==> src/core/ofc_cfg.svh <==
// Functional notes
// - With the address-include bit at one the 4-bit device address is added to the frame, at zero it is left out.
// - The 2-bit supply-alarm include field adds no flag, the high flag, the low flag, or both, for 00b, 01b, 10b and 11b.
// - The 2-bit input-alarm include field adds no flag, the high flag, the low flag, or both, for 00b, 01b, 10b and 11b.
// - With the range-include bit at one the 4-bit input range setting is added to the frame, at zero it is not.
// - With parity enabled two parity bits, result then frame, end the frame and make it two bits longer.
// - The result parity bit is even parity over the result position bits alone.
// - The frame parity bit is even parity over every frame bit except the result parity bit itself.
// - The result selector sends the conversion result for codes 0xxb, all zeros for 100b and all ones for 101b.
// - Selector code 110b sends alternating single zeros and ones, and 111b alternating pairs of them.
// - Reserved bits of the output frame control register ignore writes and always read as zero.
`ifndef OFC_CFG_SVH
`define OFC_CFG_SVH

`define OFC_ADDR_W         8
`define OFC_DATA_W         32
`define OFC_CTL_OFFSET     8'h10
`define OFC_STAT_OFFSET    8'h40

`define OFC_CTL_WR_MASK    32'h0000_7D0F
`define OFC_CTL_RESET      32'h0000_0000

`define OFC_BIT_ADDR_INC   14
`define OFC_BIT_SUP_HI     13
`define OFC_BIT_SUP_LO     12
`define OFC_BIT_IN_HI      11
`define OFC_BIT_IN_LO      10
`define OFC_BIT_RNG_INC    8
`define OFC_BIT_PARITY_APPEND_ENABLE     3
`define OFC_BIT_PAT_HI     2
`define OFC_BIT_PAT_LO     0

`define OFC_PAT_ZEROS      2'h0
`define OFC_PAT_ONES       2'h1
`define OFC_PAT_ALT1       2'h2
`define OFC_PAT_ALT2       2'h3

`define OFC_FIELD4_W       4
`define OFC_PARITY_W       2

`define OFC_STAT_CNT_W     16
`define OFC_STAT_LEN_LSB   16
`define OFC_STAT_FULL_BIT  24

`endif

==> src/core/ofc_pkg.sv <==
package ofc_pkg;

    typedef enum logic [1:0] {
        OFC_SUP_NONE = 2'h0,
        OFC_SUP_HIGH = 2'h1,
        OFC_SUP_LOW  = 2'h2,
        OFC_SUP_BOTH = 2'h3
    } ofc_flag_sel_t;

    typedef struct packed {
        logic          addr_inc;
        ofc_flag_sel_t supply_sel;
        ofc_flag_sel_t input_sel;
        logic          range_inc;
        logic          parity_en;
        logic [2:0]    pattern_sel;
    } ofc_ctl_t;

endpackage

==> src/core/ofc_stream_if.sv <==
`timescale 1ns/1ps
`default_nettype none
interface ofc_stream_if #(
    parameter int W = 8
);
    logic [W-1:0] data;
    logic         valid;
    logic         ready;

    modport src (output data, output valid, input ready);
    modport snk (input data, input valid, output ready);
endinterface
`default_nettype wire

==> src/core/ofc_pattern_gen.sv <==
`timescale 1ns/1ps
`default_nettype none
`include "ofc_cfg.svh"
module ofc_pattern_gen
    import ofc_pkg::*;
#(
    parameter int RES_W = 14
) (
    input  wire logic [2:0]       pattern_sel,
    input  wire logic [RES_W-1:0] conv_data,
    output wire logic [RES_W-1:0] result_value
);
    logic [RES_W-1:0] alt1_pattern;
    logic [RES_W-1:0] alt2_pattern;

    // Bit zero of both patterns is a zero so the host can lock on the LSB end.
    genvar i;
    generate
        for (i = 0; i < RES_W; i++) begin : g_pat
            assign alt1_pattern[i] = 1'(i % 2);
            assign alt2_pattern[i] = 1'((i / 2) % 2);
        end
    endgenerate

    wire [1:0]       test_code = pattern_sel[1:0];
    wire [RES_W-1:0] test_value =
        (test_code == `OFC_PAT_ZEROS) ? {RES_W{1'b0}} :
        (test_code == `OFC_PAT_ONES)  ? {RES_W{1'b1}} :
        (test_code == `OFC_PAT_ALT1)  ? alt1_pattern  : alt2_pattern;

    assign result_value = pattern_sel[2] ? test_value : conv_data;
endmodule
`default_nettype wire

==> src/core/ofc_skid_buf.sv <==
`timescale 1ns/1ps
`default_nettype none
module ofc_skid_buf #(
    parameter int W = 8
) (
    input  wire logic core_clk,
    input  wire logic reset,
    ofc_stream_if.snk in_s,
    ofc_stream_if.src out_s,
    output logic      full
);
    logic [W-1:0] head_reg;
    logic [W-1:0] tail_reg;
    logic         valid_reg;
    logic         room_reg;

    wire push = in_s.valid & room_reg;
    wire pop  = valid_reg & out_s.ready;

    // Ready is the room flop itself, so the receiver's stall never reaches the source through gates.
    assign in_s.ready  = room_reg;
    assign out_s.data  = head_reg;
    assign out_s.valid = valid_reg;
    assign full        = ~room_reg;

    always_ff @(posedge core_clk or posedge reset) begin
        if (reset) begin
            head_reg  <= '0;
            tail_reg  <= '0;
            valid_reg <= 1'b0;
            room_reg  <= 1'b1;
        end else if (push && (!valid_reg || pop)) begin
            head_reg  <= in_s.data;
            valid_reg <= 1'b1;
        end else if (push) begin
            tail_reg <= in_s.data;
            room_reg <= 1'b0;
        end else if (pop && !room_reg) begin
            head_reg <= tail_reg;
            room_reg <= 1'b1;
        end else if (pop) begin
            valid_reg <= 1'b0;
        end
    end
endmodule
`default_nettype wire

==> src/core/ofc_top.sv <==
`timescale 1ns/1ps
`default_nettype none
`include "ofc_cfg.svh"
module ofc_top
    import ofc_pkg::*;
#(
    parameter int RES_W = 14
) (
    input  wire logic                      core_clk,
    input  wire logic                      reset,
    input  wire logic [`OFC_ADDR_W-1:0]    reg_addr,
    input  wire logic [`OFC_DATA_W-1:0]    reg_wdata,
    input  wire logic                      reg_wr,
    input  wire logic                      reg_rd,
    output logic      [`OFC_DATA_W-1:0]    reg_rdata,
    input  wire logic [RES_W-1:0]          conv_data,
    input  wire logic                      conv_valid,
    output logic                           conv_ready,
    input  wire logic [`OFC_FIELD4_W-1:0]  dev_addr,
    input  wire logic                      supply_alarm_hi,
    input  wire logic                      supply_alarm_lo,
    input  wire logic                      input_alarm_hi,
    input  wire logic                      input_alarm_lo,
    input  wire logic [`OFC_FIELD4_W-1:0]  range_setting,
    output logic [RES_W+4*`OFC_FIELD4_W+`OFC_PARITY_W-1:0] frame_data,
    output logic [$clog2(RES_W+4*`OFC_FIELD4_W+`OFC_PARITY_W+1)-1:0] frame_len,
    output logic                           frame_valid,
    input  wire logic                      frame_ready
);
    localparam int FRAME_W = RES_W + 4 * `OFC_FIELD4_W + `OFC_PARITY_W;
    localparam int LEN_W   = $clog2(FRAME_W + 1);
    localparam int BUF_W   = FRAME_W + LEN_W;

    localparam logic [LEN_W-1:0] LEN_RES    = LEN_W'(RES_W);
    localparam logic [LEN_W-1:0] LEN_FIELD4 = LEN_W'(`OFC_FIELD4_W);
    localparam logic [LEN_W-1:0] LEN_PAR    = LEN_W'(`OFC_PARITY_W);

    // Control register and its decoded view.
    logic [`OFC_DATA_W-1:0] ctl_reg;
    logic [`OFC_DATA_W-1:0] ctl_next;
    logic [`OFC_STAT_CNT_W-1:0] frame_count_reg;
    logic [`OFC_DATA_W-1:0] rdata_reg;
    logic [`OFC_DATA_W-1:0] rdata_next;
    ofc_ctl_t ctl;
    logic buf_full;

    assign ctl.addr_inc    = ctl_reg[`OFC_BIT_ADDR_INC];
    assign ctl.supply_sel  = ofc_flag_sel_t'(ctl_reg[`OFC_BIT_SUP_HI:`OFC_BIT_SUP_LO]);
    assign ctl.input_sel   = ofc_flag_sel_t'(ctl_reg[`OFC_BIT_IN_HI:`OFC_BIT_IN_LO]);
    assign ctl.range_inc   = ctl_reg[`OFC_BIT_RNG_INC];
    assign ctl.parity_en   = ctl_reg[`OFC_BIT_PARITY_APPEND_ENABLE];
    assign ctl.pattern_sel = ctl_reg[`OFC_BIT_PAT_HI:`OFC_BIT_PAT_LO];

    // Register bus decode.
    wire ctl_hit  = (reg_addr == `OFC_CTL_OFFSET);
    wire stat_hit = (reg_addr == `OFC_STAT_OFFSET);
    wire ctl_wr   = reg_wr & ctl_hit;

    // Reserved bits are masked on write, so they can never read back as one.
    assign ctl_next = reg_wdata & `OFC_CTL_WR_MASK;

    // Result position value, either conversion data or a test pattern.
    logic [RES_W-1:0] result_value;

    ofc_pattern_gen #(
        .RES_W (RES_W)
    ) u_pattern (
        .pattern_sel  (ctl.pattern_sel),
        .conv_data    (conv_data),
        .result_value (result_value)
    );

    // Frame is built LSB-aligned; the first bit on the wire is bit frame_len-1.
    logic [FRAME_W-1:0] stage_res;
    logic [FRAME_W-1:0] stage_addr;
    logic [FRAME_W-1:0] stage_sup;
    logic [FRAME_W-1:0] stage_in;
    logic [FRAME_W-1:0] stage_rng;
    logic [FRAME_W-1:0] stage_par;
    logic [1:0]         sup_pair;
    logic [1:0]         in_pair;
    logic               res_parity;
    logic               frame_parity;

    assign stage_res  = FRAME_W'(result_value);
    assign stage_addr = ctl.addr_inc ? FRAME_W'({stage_res, dev_addr}) : stage_res;

    assign sup_pair  = {supply_alarm_hi, supply_alarm_lo};
    assign stage_sup =
        (ctl.supply_sel == OFC_SUP_NONE) ? stage_addr :
        (ctl.supply_sel == OFC_SUP_HIGH) ? FRAME_W'({stage_addr, supply_alarm_hi}) :
        (ctl.supply_sel == OFC_SUP_LOW)  ? FRAME_W'({stage_addr, supply_alarm_lo}) :
                                           FRAME_W'({stage_addr, sup_pair});

    assign in_pair  = {input_alarm_hi, input_alarm_lo};
    assign stage_in =
        (ctl.input_sel == OFC_SUP_NONE) ? stage_sup :
        (ctl.input_sel == OFC_SUP_HIGH) ? FRAME_W'({stage_sup, input_alarm_hi}) :
        (ctl.input_sel == OFC_SUP_LOW)  ? FRAME_W'({stage_sup, input_alarm_lo}) :
                                          FRAME_W'({stage_sup, in_pair});

    assign stage_rng = ctl.range_inc ? FRAME_W'({stage_in, range_setting}) : stage_in;

    // The parity covers the value actually sent, so test patterns carry valid parity too.
    assign res_parity   = ^result_value;
    assign frame_parity = ^stage_rng;
    assign stage_par    = ctl.parity_en ?
                          FRAME_W'({stage_rng, res_parity, frame_parity}) : stage_rng;

    // Frame length follows the enabled fields.
    wire [LEN_W-1:0] sup_len = LEN_W'(ctl.supply_sel[1]) + LEN_W'(ctl.supply_sel[0]);
    wire [LEN_W-1:0] in_len  = LEN_W'(ctl.input_sel[1]) + LEN_W'(ctl.input_sel[0]);
    wire [LEN_W-1:0] cfg_len = LEN_RES
                             + (ctl.addr_inc  ? LEN_FIELD4 : '0)
                             + sup_len
                             + in_len
                             + (ctl.range_inc ? LEN_FIELD4 : '0)
                             + (ctl.parity_en ? LEN_PAR : '0);

    wire [`OFC_DATA_W-1:0] stat_word =
        {{(`OFC_DATA_W - `OFC_STAT_FULL_BIT - 1){1'b0}}, buf_full,
         {(`OFC_STAT_FULL_BIT - `OFC_STAT_LEN_LSB - LEN_W){1'b0}}, cfg_len,
         frame_count_reg};

    assign rdata_next = !reg_rd ? '0 :
                        ctl_hit ? (ctl_reg & `OFC_CTL_WR_MASK) :
                        stat_hit ? stat_word : '0;

    // Two-entry buffer between the composer and the serializer.
    ofc_stream_if #(.W(BUF_W)) comp_s ();
    ofc_stream_if #(.W(BUF_W)) out_s ();

    assign comp_s.data  = {cfg_len, stage_par};
    assign comp_s.valid = conv_valid;
    assign out_s.ready  = frame_ready;

    ofc_skid_buf #(
        .W (BUF_W)
    ) u_buf (
        .core_clk (core_clk),
        .reset    (reset),
        .in_s     (comp_s),
        .out_s    (out_s),
        .full     (buf_full)
    );

    assign conv_ready  = comp_s.ready;
    assign frame_data  = out_s.data[FRAME_W-1:0];
    assign frame_len   = out_s.data[BUF_W-1:FRAME_W];
    assign frame_valid = out_s.valid;

    wire frame_taken = out_s.valid & frame_ready;

    always_ff @(posedge core_clk or posedge reset) begin
        if (reset) begin
            ctl_reg <= `OFC_CTL_RESET;
        end else if (ctl_wr) begin
            ctl_reg <= ctl_next;
        end
    end

    // The counter wraps; software takes differences between two reads.
    always_ff @(posedge core_clk or posedge reset) begin
        if (reset) begin
            frame_count_reg <= '0;
        end else if (frame_taken) begin
            frame_count_reg <= frame_count_reg + 1'b1;
        end
    end

    always_ff @(posedge core_clk or posedge reset) begin
        if (reset) begin
            rdata_reg <= '0;
        end else begin
            rdata_reg <= rdata_next;
        end
    end

    assign reg_rdata = rdata_reg;
endmodule
`default_nettype wire

==> config.mk <==
export PLATFORM = sky130hd
export DESIGN_NAME = ofc_top
export DESIGN_NICKNAME = d
export VERILOG_FILES = /design/src/core/ofc_pkg.sv /design/src/core/ofc_stream_if.sv /design/src/core/ofc_pattern_gen.sv /design/src/core/ofc_skid_buf.sv /design/src/core/ofc_top.sv
export VERILOG_INCLUDE_DIRS = /design/src /design/src/core
export SDC_FILE = /design/constraint.sdc
export NUM_CORES = 1
export LEC_CHECK = 0
export BUFFER_PORTS_ARGS = -buffer_cell sky130_fd_sc_hd__buf_2
export CORE_MARGIN = 4
export CORE_UTILIZATION = 35
export DETAILED_ROUTE_END_ITERATION = 12
export RECOVER_POWER = 25
export SYNTH_ARGS = -nofsm -noshare
export SYNTH_HDL_FRONTEND = slang
export SYNTH_SLANG_ARGS = --single-unit
==> constraint.sdc <==
create_clock -name core_clk -period 4.8 [get_ports core_clk]
set_input_delay 0.72 -clock core_clk [delete_from_list [all_inputs] [get_ports core_clk]]
set_output_delay 0.72 -clock core_clk [all_outputs]
set_load 0.02 [all_outputs]
=== Word level (Yosys, flattened, before mapping) ===
Cells that the tools add are included.

* Logic and storage cells: 75
* Register bits after elaboration: 129
* Input bits: 72

* Muxes and demuxes: 28
* Equality and inequality tests: 10
* Add/sub/neg operators: 8
* Reduce and logical (&&, ||, !) cells: 17
* Bitwise operators: 5

{| class="wikitable"
|+ Operators by type and width
! kind !! count
|-
| $mux 38 || 3
|-
| $mux 25 || 3
|-
| $mux 22 || 3
|-
| $mux 20 || 3
|-
| $mux 14 || 4
|-
| $reduce_xor 32->1 || 1
|-
| $mux 28 || 1
|-
| $mux 26 || 1
|-
| $mux 18 || 1
|-
| $add 16x1->16 const B || 1
|-
| $reduce_xor 14->1 || 1
|-
| $add 6x2->6 || 2
|-
| $eq 8x5->1 const B || 1
|-
| $eq 8x7->1 const B || 1
|-
| $add 5x2->6 || 1
|-
| $add 6x3->6 || 1
|-
| $eq 2x1->1 const B || 3
|-
| $eq 2x2->1 const B || 3
|-
| $logic_not 2->1 || 3
|-
| $mux 1 || 6
|-
| $mux 3 || 2
|-
| $reduce_and 2->1 || 3
|-
| $reduce_bool 2->1 || 3
|-
| $add 4x3->5 const A || 1
|-
| 10 further kinds || 16
|}

=== Logic depth before layout (Yosys ltp) ===
* Depth after elaboration: 16
* Depth in mapped cells: 18

=== Modules after synthesis ===
Synthesis repeated with hierarchy kept, for this count alone.

* Cells, all modules: 762
* Area total of the unflattened synthesis: 7,948.9 µm²

{| class="wikitable"
|+ By module, submodules not included
! module !! times used !! cells an instance !! seq. area each (µm²) !! area an instance (µm²)
|-
| ofc_top || 1 || 490 || 1,201.2 || 4,510.6
|-
| ofc_skid_buf || 1 || 235 || 1,953.1 || 3,254.4
|-
| ofc_pattern_gen || 1 || 37 || 0.0 || 183.9
|}

=== Worst setup path before layout ===
No wires, ideal clock.

* Kind: register -> register
* Start: register ctl_reg[0]
* End: register u_buf.tail_reg[0]
* Required time: 4.666 ns
* Arrival time: 3.257 ns
* Buffers on the path: 1
* Cell stages (with the launch flop): 17
* Clock period less this slack: 3.391 ns
* Path slack: 1.409 ns
* Cell sequence: dfrtp_1 -> inv_1 -> ha_1 -> clkbuf_1 -> mux2_1 -> mux2i_1 -> mux2i_1 -> a32oi_1 -> nand3_1 -> mux2i_2 -> xor2_1 -> xnor2_1 -> xnor2_1 -> xnor2_1 -> xnor3_1 -> nand2_1 -> a31oi_1

* Word-level cells in the longest chain between the ends: 15

{| class="wikitable"
|+ Ends and longest elaborated chain
! element !! line !! source
|-
| start, declared || ofc_top.sv:39 || <nowiki>logic [`OFC_DATA_W-1:0] ctl_reg;</nowiki>
|-
| start signal, assigned || ofc_top.sv:156 || <nowiki>ctl_reg <= `OFC_CTL_RESET;</nowiki>
|-
| start signal, assigned || ofc_top.sv:158 || <nowiki>ctl_reg <= ctl_next;</nowiki>
|-
| $eq 2x2->1 (no line) || n/a ||
|-
| $mux 14 || ofc_pattern_gen.sv:29 || <nowiki>(test_code == `OFC_PAT_ALT1) ? alt1_pattern : alt2_pattern;</nowiki>
|-
| $mux 14 || ofc_pattern_gen.sv:28 || <nowiki>(test_code == `OFC_PAT_ONES) ? {RES_W{1'b1}} :</nowiki>
|-
| $mux 14 (*) || ofc_pattern_gen.sv:27 || <nowiki>(test_code == `OFC_PAT_ZEROS) ? {RES_W{1'b0}} :</nowiki>
|-
| $mux 14 (*) || ofc_pattern_gen.sv:31 || <nowiki>assign result_value = pattern_sel[2] ? test_value : conv_data;</nowiki>
|-
| $mux 18 (*) || ofc_top.sv:86 || <nowiki>assign stage_addr = ctl.addr_inc ? FRAME_W'({stage_res, dev_addr}) : stage_res;</nowiki>
|-
| $mux 20 || ofc_top.sv:92 || <nowiki>(ctl.supply_sel == OFC_SUP_LOW) ? FRAME_W'({stage_addr, supply_alarm_lo}) :</nowiki>
|-
| $mux 20 || ofc_top.sv:91 || <nowiki>(ctl.supply_sel == OFC_SUP_HIGH) ? FRAME_W'({stage_addr, supply_alarm_hi}) :</nowiki>
|-
| $mux 20 (*) || ofc_top.sv:90 || <nowiki>(ctl.supply_sel == OFC_SUP_NONE) ? stage_addr :</nowiki>
|-
| $mux 22 || ofc_top.sv:99 || <nowiki>(ctl.input_sel == OFC_SUP_LOW) ? FRAME_W'({stage_sup, input_alarm_lo}) :</nowiki>
|-
| $mux 22 || ofc_top.sv:98 || <nowiki>(ctl.input_sel == OFC_SUP_HIGH) ? FRAME_W'({stage_sup, input_alarm_hi}) :</nowiki>
|-
| $mux 22 (*) || ofc_top.sv:97 || <nowiki>(ctl.input_sel == OFC_SUP_NONE) ? stage_sup :</nowiki>
|-
| $mux 26 (*) || ofc_top.sv:102 || <nowiki>assign stage_rng = ctl.range_inc ? FRAME_W'({stage_in, range_setting}) : stage_in;</nowiki>
|-
| $reduce_xor 32->1 || ofc_top.sv:106 || <nowiki>assign frame_parity = ^stage_rng;</nowiki>
|-
| $mux 28 (*) || ofc_top.sv:107 || <nowiki>assign stage_par = ctl.parity_en ?</nowiki>
|-
| end signal, assigned || ofc_skid_buf.sv:36 || <nowiki>tail_reg <= in_s.data;</nowiki>
|-
| end, declared || ofc_skid_buf.sv:13 || <nowiki>logic [W-1:0] tail_reg;</nowiki>
|}

Every way passes the cells marked *; elsewhere a longest branch is shown, timed or not.
A chain may end at the register's enable or synchronous reset.

=== Final worst setup path ===
* Start: register ctl_reg[14]
* End: register u_buf.tail_reg[0]

* Word-level cells in the longest chain between the ends: 10

{| class="wikitable"
|+ Ends and longest elaborated chain
! element !! line
|-
| $mux 18 (*) || ofc_top.sv:86
|-
| $mux 20 || ofc_top.sv:92
|-
| $mux 20 || ofc_top.sv:91
|-
| $mux 20 (*) || ofc_top.sv:90
|-
| $mux 22 || ofc_top.sv:99
|-
| $mux 22 || ofc_top.sv:98
|-
| $mux 22 (*) || ofc_top.sv:97
|-
| $mux 26 (*) || ofc_top.sv:102
|-
| $reduce_xor 32->1 || ofc_top.sv:106
|-
| $mux 28 (*) || ofc_top.sv:107
|}

Marks and branches as above.

==> results by group <==
Outcome
  • Outcome: complete, but fails checks
  • Failing checks: max-capacitance violations, max-slew violations

Clock network
  • Worst-Skew Late Latency: 0.41 ns
  • CTS tree: done
  • Num CTS Buffers: 17
  • Root Driver: clkbuf_16
  • Clock Sinks: between 100 and 150
  • Htree depth: 4
  • Hold_buf cts: 0
  • Post-cts resize count: 0
  • Setup Fix Bufs, Post-CTS: 0
  • CTS Buffer Depth: 2
  • Clk slew on worst S/H paths: about 0.060 ns

Floorplanning
  • Die width: 158 um
  • Rows: 54
  • Initial core utilization: a little over a third
  • Core region area: between 20000 and 25000 sq um
  • DIE AREA: roughly 25000 sq um
  • I/O pins: about 140
  • Die extent in y: about 160 um

Pwr
  • P_sw: about 0.00086 W
  • Part of the power in the clock network: ~45%
  • P per Cell Area: about 330 nW/um^2
  • Sw frac: roughly 29%
  • Pleak: around 4.4 nW
  • Combinational share of power: roughly 22%
  • Worst VDD drop: roughly 0.24 mV
  • P_int: around 0.0022 W
  • Sequential Power Share: between 30% and 40%

Synthesis
  • Synth Area per Inst: slightly below 9 sq um
  • Distinct cell type count after synthesis: a little over 80
  • Top-area cell type share of the netlist area: between 30% and 40%
  • Number of synthesized flops with an enable pin: 0
  • Ranking of synthesized cells by area: dfrtp_1, nand2_1, mux2i_1
  • Register bit count reported by yosys: roughly 120
  • Dominant synthesized flop cell: dfrtp_1
  • Asr flop ratio synth: 100%
  • Seq/Total Area, Yosys: approximately 37%
  • Ys Warns: 0
  • Cell accounting for the most synthesized area: dfrtp_1
  • Post-synthesis cell count: 888
  • Post-Syn Area: between 7000 and 8000 sq um

Timing
  • Final setup vio count: 0
  • Final Critical Period: approximately 4.1 ns
  • Fmax achieved: between 0.2 and 0.25 GHz
  • Setup Skew: roughly 0.011 ns
  • Final cycle utilization of the critical path: between 80% and 90%
  • Worst-Margin Slew: between 3 and 4 ns
  • TNS Setup: 0 ns
  • Hold_ws: roughly 0.47 ns
  • Final hold violation count: 0
  • RSZ-0062 raised after global routing: no
  • Slew margin rel.: -125%
  • Max-slew violation count: 77

Worst setup path
  • Worst R2R End: u_buf.tail_reg[0]
  • Startpoint types: register
  • Endpoint required time on the critical path: 5.05 ns
  • R2R cell count: 14
  • Crit path max fanout: 11
  • Kind of critical path: register to register
  • R2R setup slack: roughly 0.74 ns
  • Crit path capture type: register
  • WP data arrival: 4.30 ns
  • R2R Path Start: ctl_reg[14]

Global route
  • Initial antenna violation count: 0
  • Total GRT Usage: between 10% and 20%
  • Largest net degree at the start of global routing: 77
  • First-pass GRT wire length: approximately 37 mm
  • Number of global-route vias before repair: around 6700
  • Gr ovfl total: 0

Cells and area
  • Most frequent cells in the layout: nand2_1, dfrtp_1, buf_2
  • # fillers: about 2200
  • Layout cells sized above 1: between 20 and 25%
  • # diodes: 0
  • P&R area growth vs syn: 17.5%
  • Final layout net count: ~1100
  • Commonest non-fill, non-tap cell in the layout: nand2_1

Place
  • Routability cong.: ~0.92
  • Port bufs: between 100 and 150
  • Hpwl dp: 16.5 mm

Worst hold path
  • Hold path start: u_buf.out_s.data[32]
  • Worst Hold Endpoint: u_buf.out_s.data[32]
  • Hold path depth: 2
  • Hold Crit Class: register to register

Route
  • DR vias: slightly below 7000
  • DRT iter0 DRCs: approximately 640
  • Wire length per cell: 17.8 um
  • Vias per std cell: about 5.4
  • Antenna viol nets, final: 0
  • Post-Route WL: between 20 and 25 mm
  • Pre-antenna DRT Iters: 5
  • Residual DRC: 0

Flow run
  • Max-cap violations: 1
==> cell usage after synthesis (3+ instances only) <==
library cell	instances
nand2_1	139
dfrtp_1	115
o21ai_0	61
nor2_1	56
xnor2_1	46
mux2i_1	44
a21oi_1	40
clkbuf_1	35
a22oi_1	33
mux2_2	23
nand3_1	22
buf_4	19
xor2_1	16
ha_1	13
o211ai_1	13
a22o_1	12
buf_2	12
inv_1	12
and2_1	11
nor2b_1	10
nor3_1	10
o21ai_1	9
o22ai_1	9
and3_1	8
nand2b_1	7
a211oi_1	6
a31oi_1	6
buf_1	6
o31ai_1	6
inv_2	5
a32oi_1	4
mux2_1	4
o2bb2ai_1	4
o311ai_1	4
or2_1	4
a2bb2oi_1	3
a311oi_1	3
nand3b_1	3
nor3b_1	3
==> layout make-up <==
class	count	area, sq um	area share (%)
multi-input combinational	695	4550	49.5
sequential	116	2900	31.5
timing repair buffer	128	696	7.56
clock buffer	20	457	4.96
tap	280	350	3.80
clock inverter	12	178	1.93
inverter	18	68.8	0.747
==> cells by family after synthesis <==
group / count (synthesis) / synth area share (%)
compound gates: 245 / 21.1
xor+xnor: 63 / 7.22
simple gates: 282 / 16.0
other cells: 1 / 0.0479
flops: 116 / 37.1
buf+inv: 91 / 5.56
fa+ha+maj: 16 / 2.71
mux: 74 / 10.3
==> stage by stage <==
step                      cells  setup slack (ns)  utilization, %  instance area [sq um]  power (W)
after floorplan             902              1.01               -                   7890    0.00152
after global placement     1237             0.847            39.2                   8570    0.00167
after detailed placement   1237             0.822            39.2                   8570    0.00168
after CTS                  1269             0.804            42.1                   9210    0.00304
after global routing       1269             0.451            42.1                   9210    0.00317
final                      1269             0.743            42.1                   9210    0.00303
==> power by group through the flow <==
stage	clock, W	sequential, W	combinational (W)
after CTS	0.00138	0.000996	0.000666
after floorplan	0	0.00100	0.000518
after global routing	0.00144	0.000997	0.000733
final	0.00136	0.000996	0.000672
after detailed placement	0	0.00101	0.000663
after global placement	0	0.00101	0.000661
==> worst max-delay path by stage <==
stage,start,end,slack (ns)
finish,ctl_reg[14],u_buf.tail_reg[0],0.74
global route,ctl_reg[2],u_buf.tail_reg[0],0.45
CTS,ctl_reg[0],u_buf.tail_reg[0],0.80
detailed placement,ctl_reg[0],u_buf.tail_reg[0],0.82
global placement,ctl_reg[0],u_buf.tail_reg[0],0.85
floorplan,reset,ctl_reg[0],1.01
==> routing by layer <==
metal / vias up / GRT usage (%) / routed length, um
met5: - / 0 / 0
met3: 23 / 2.84 / 1160
met1: 3352 / 26.4 / 10400
li1: 3312 / - / -
met4: 0 / 5.08 / 342
met2: 200 / 29.2 / 10600
==> worst max-delay path, cell delays in order (launching register included) <==
cell      delay (ns)
dfrtp_1         0.62
buf_4           0.28
mux2i_1         0.40
mux4_2          0.39
nor2_1          0.06
a311oi_1        0.46
nor2_1          0.10
nor3_2          0.35
xnor2_1         0.17
mux2i_1         0.10
xnor2_1         0.19
xnor2_1         0.14
xnor3_1         0.41
nand2_1         0.10
a31oi_1         0.10
(Power assumes the default switching activity.)
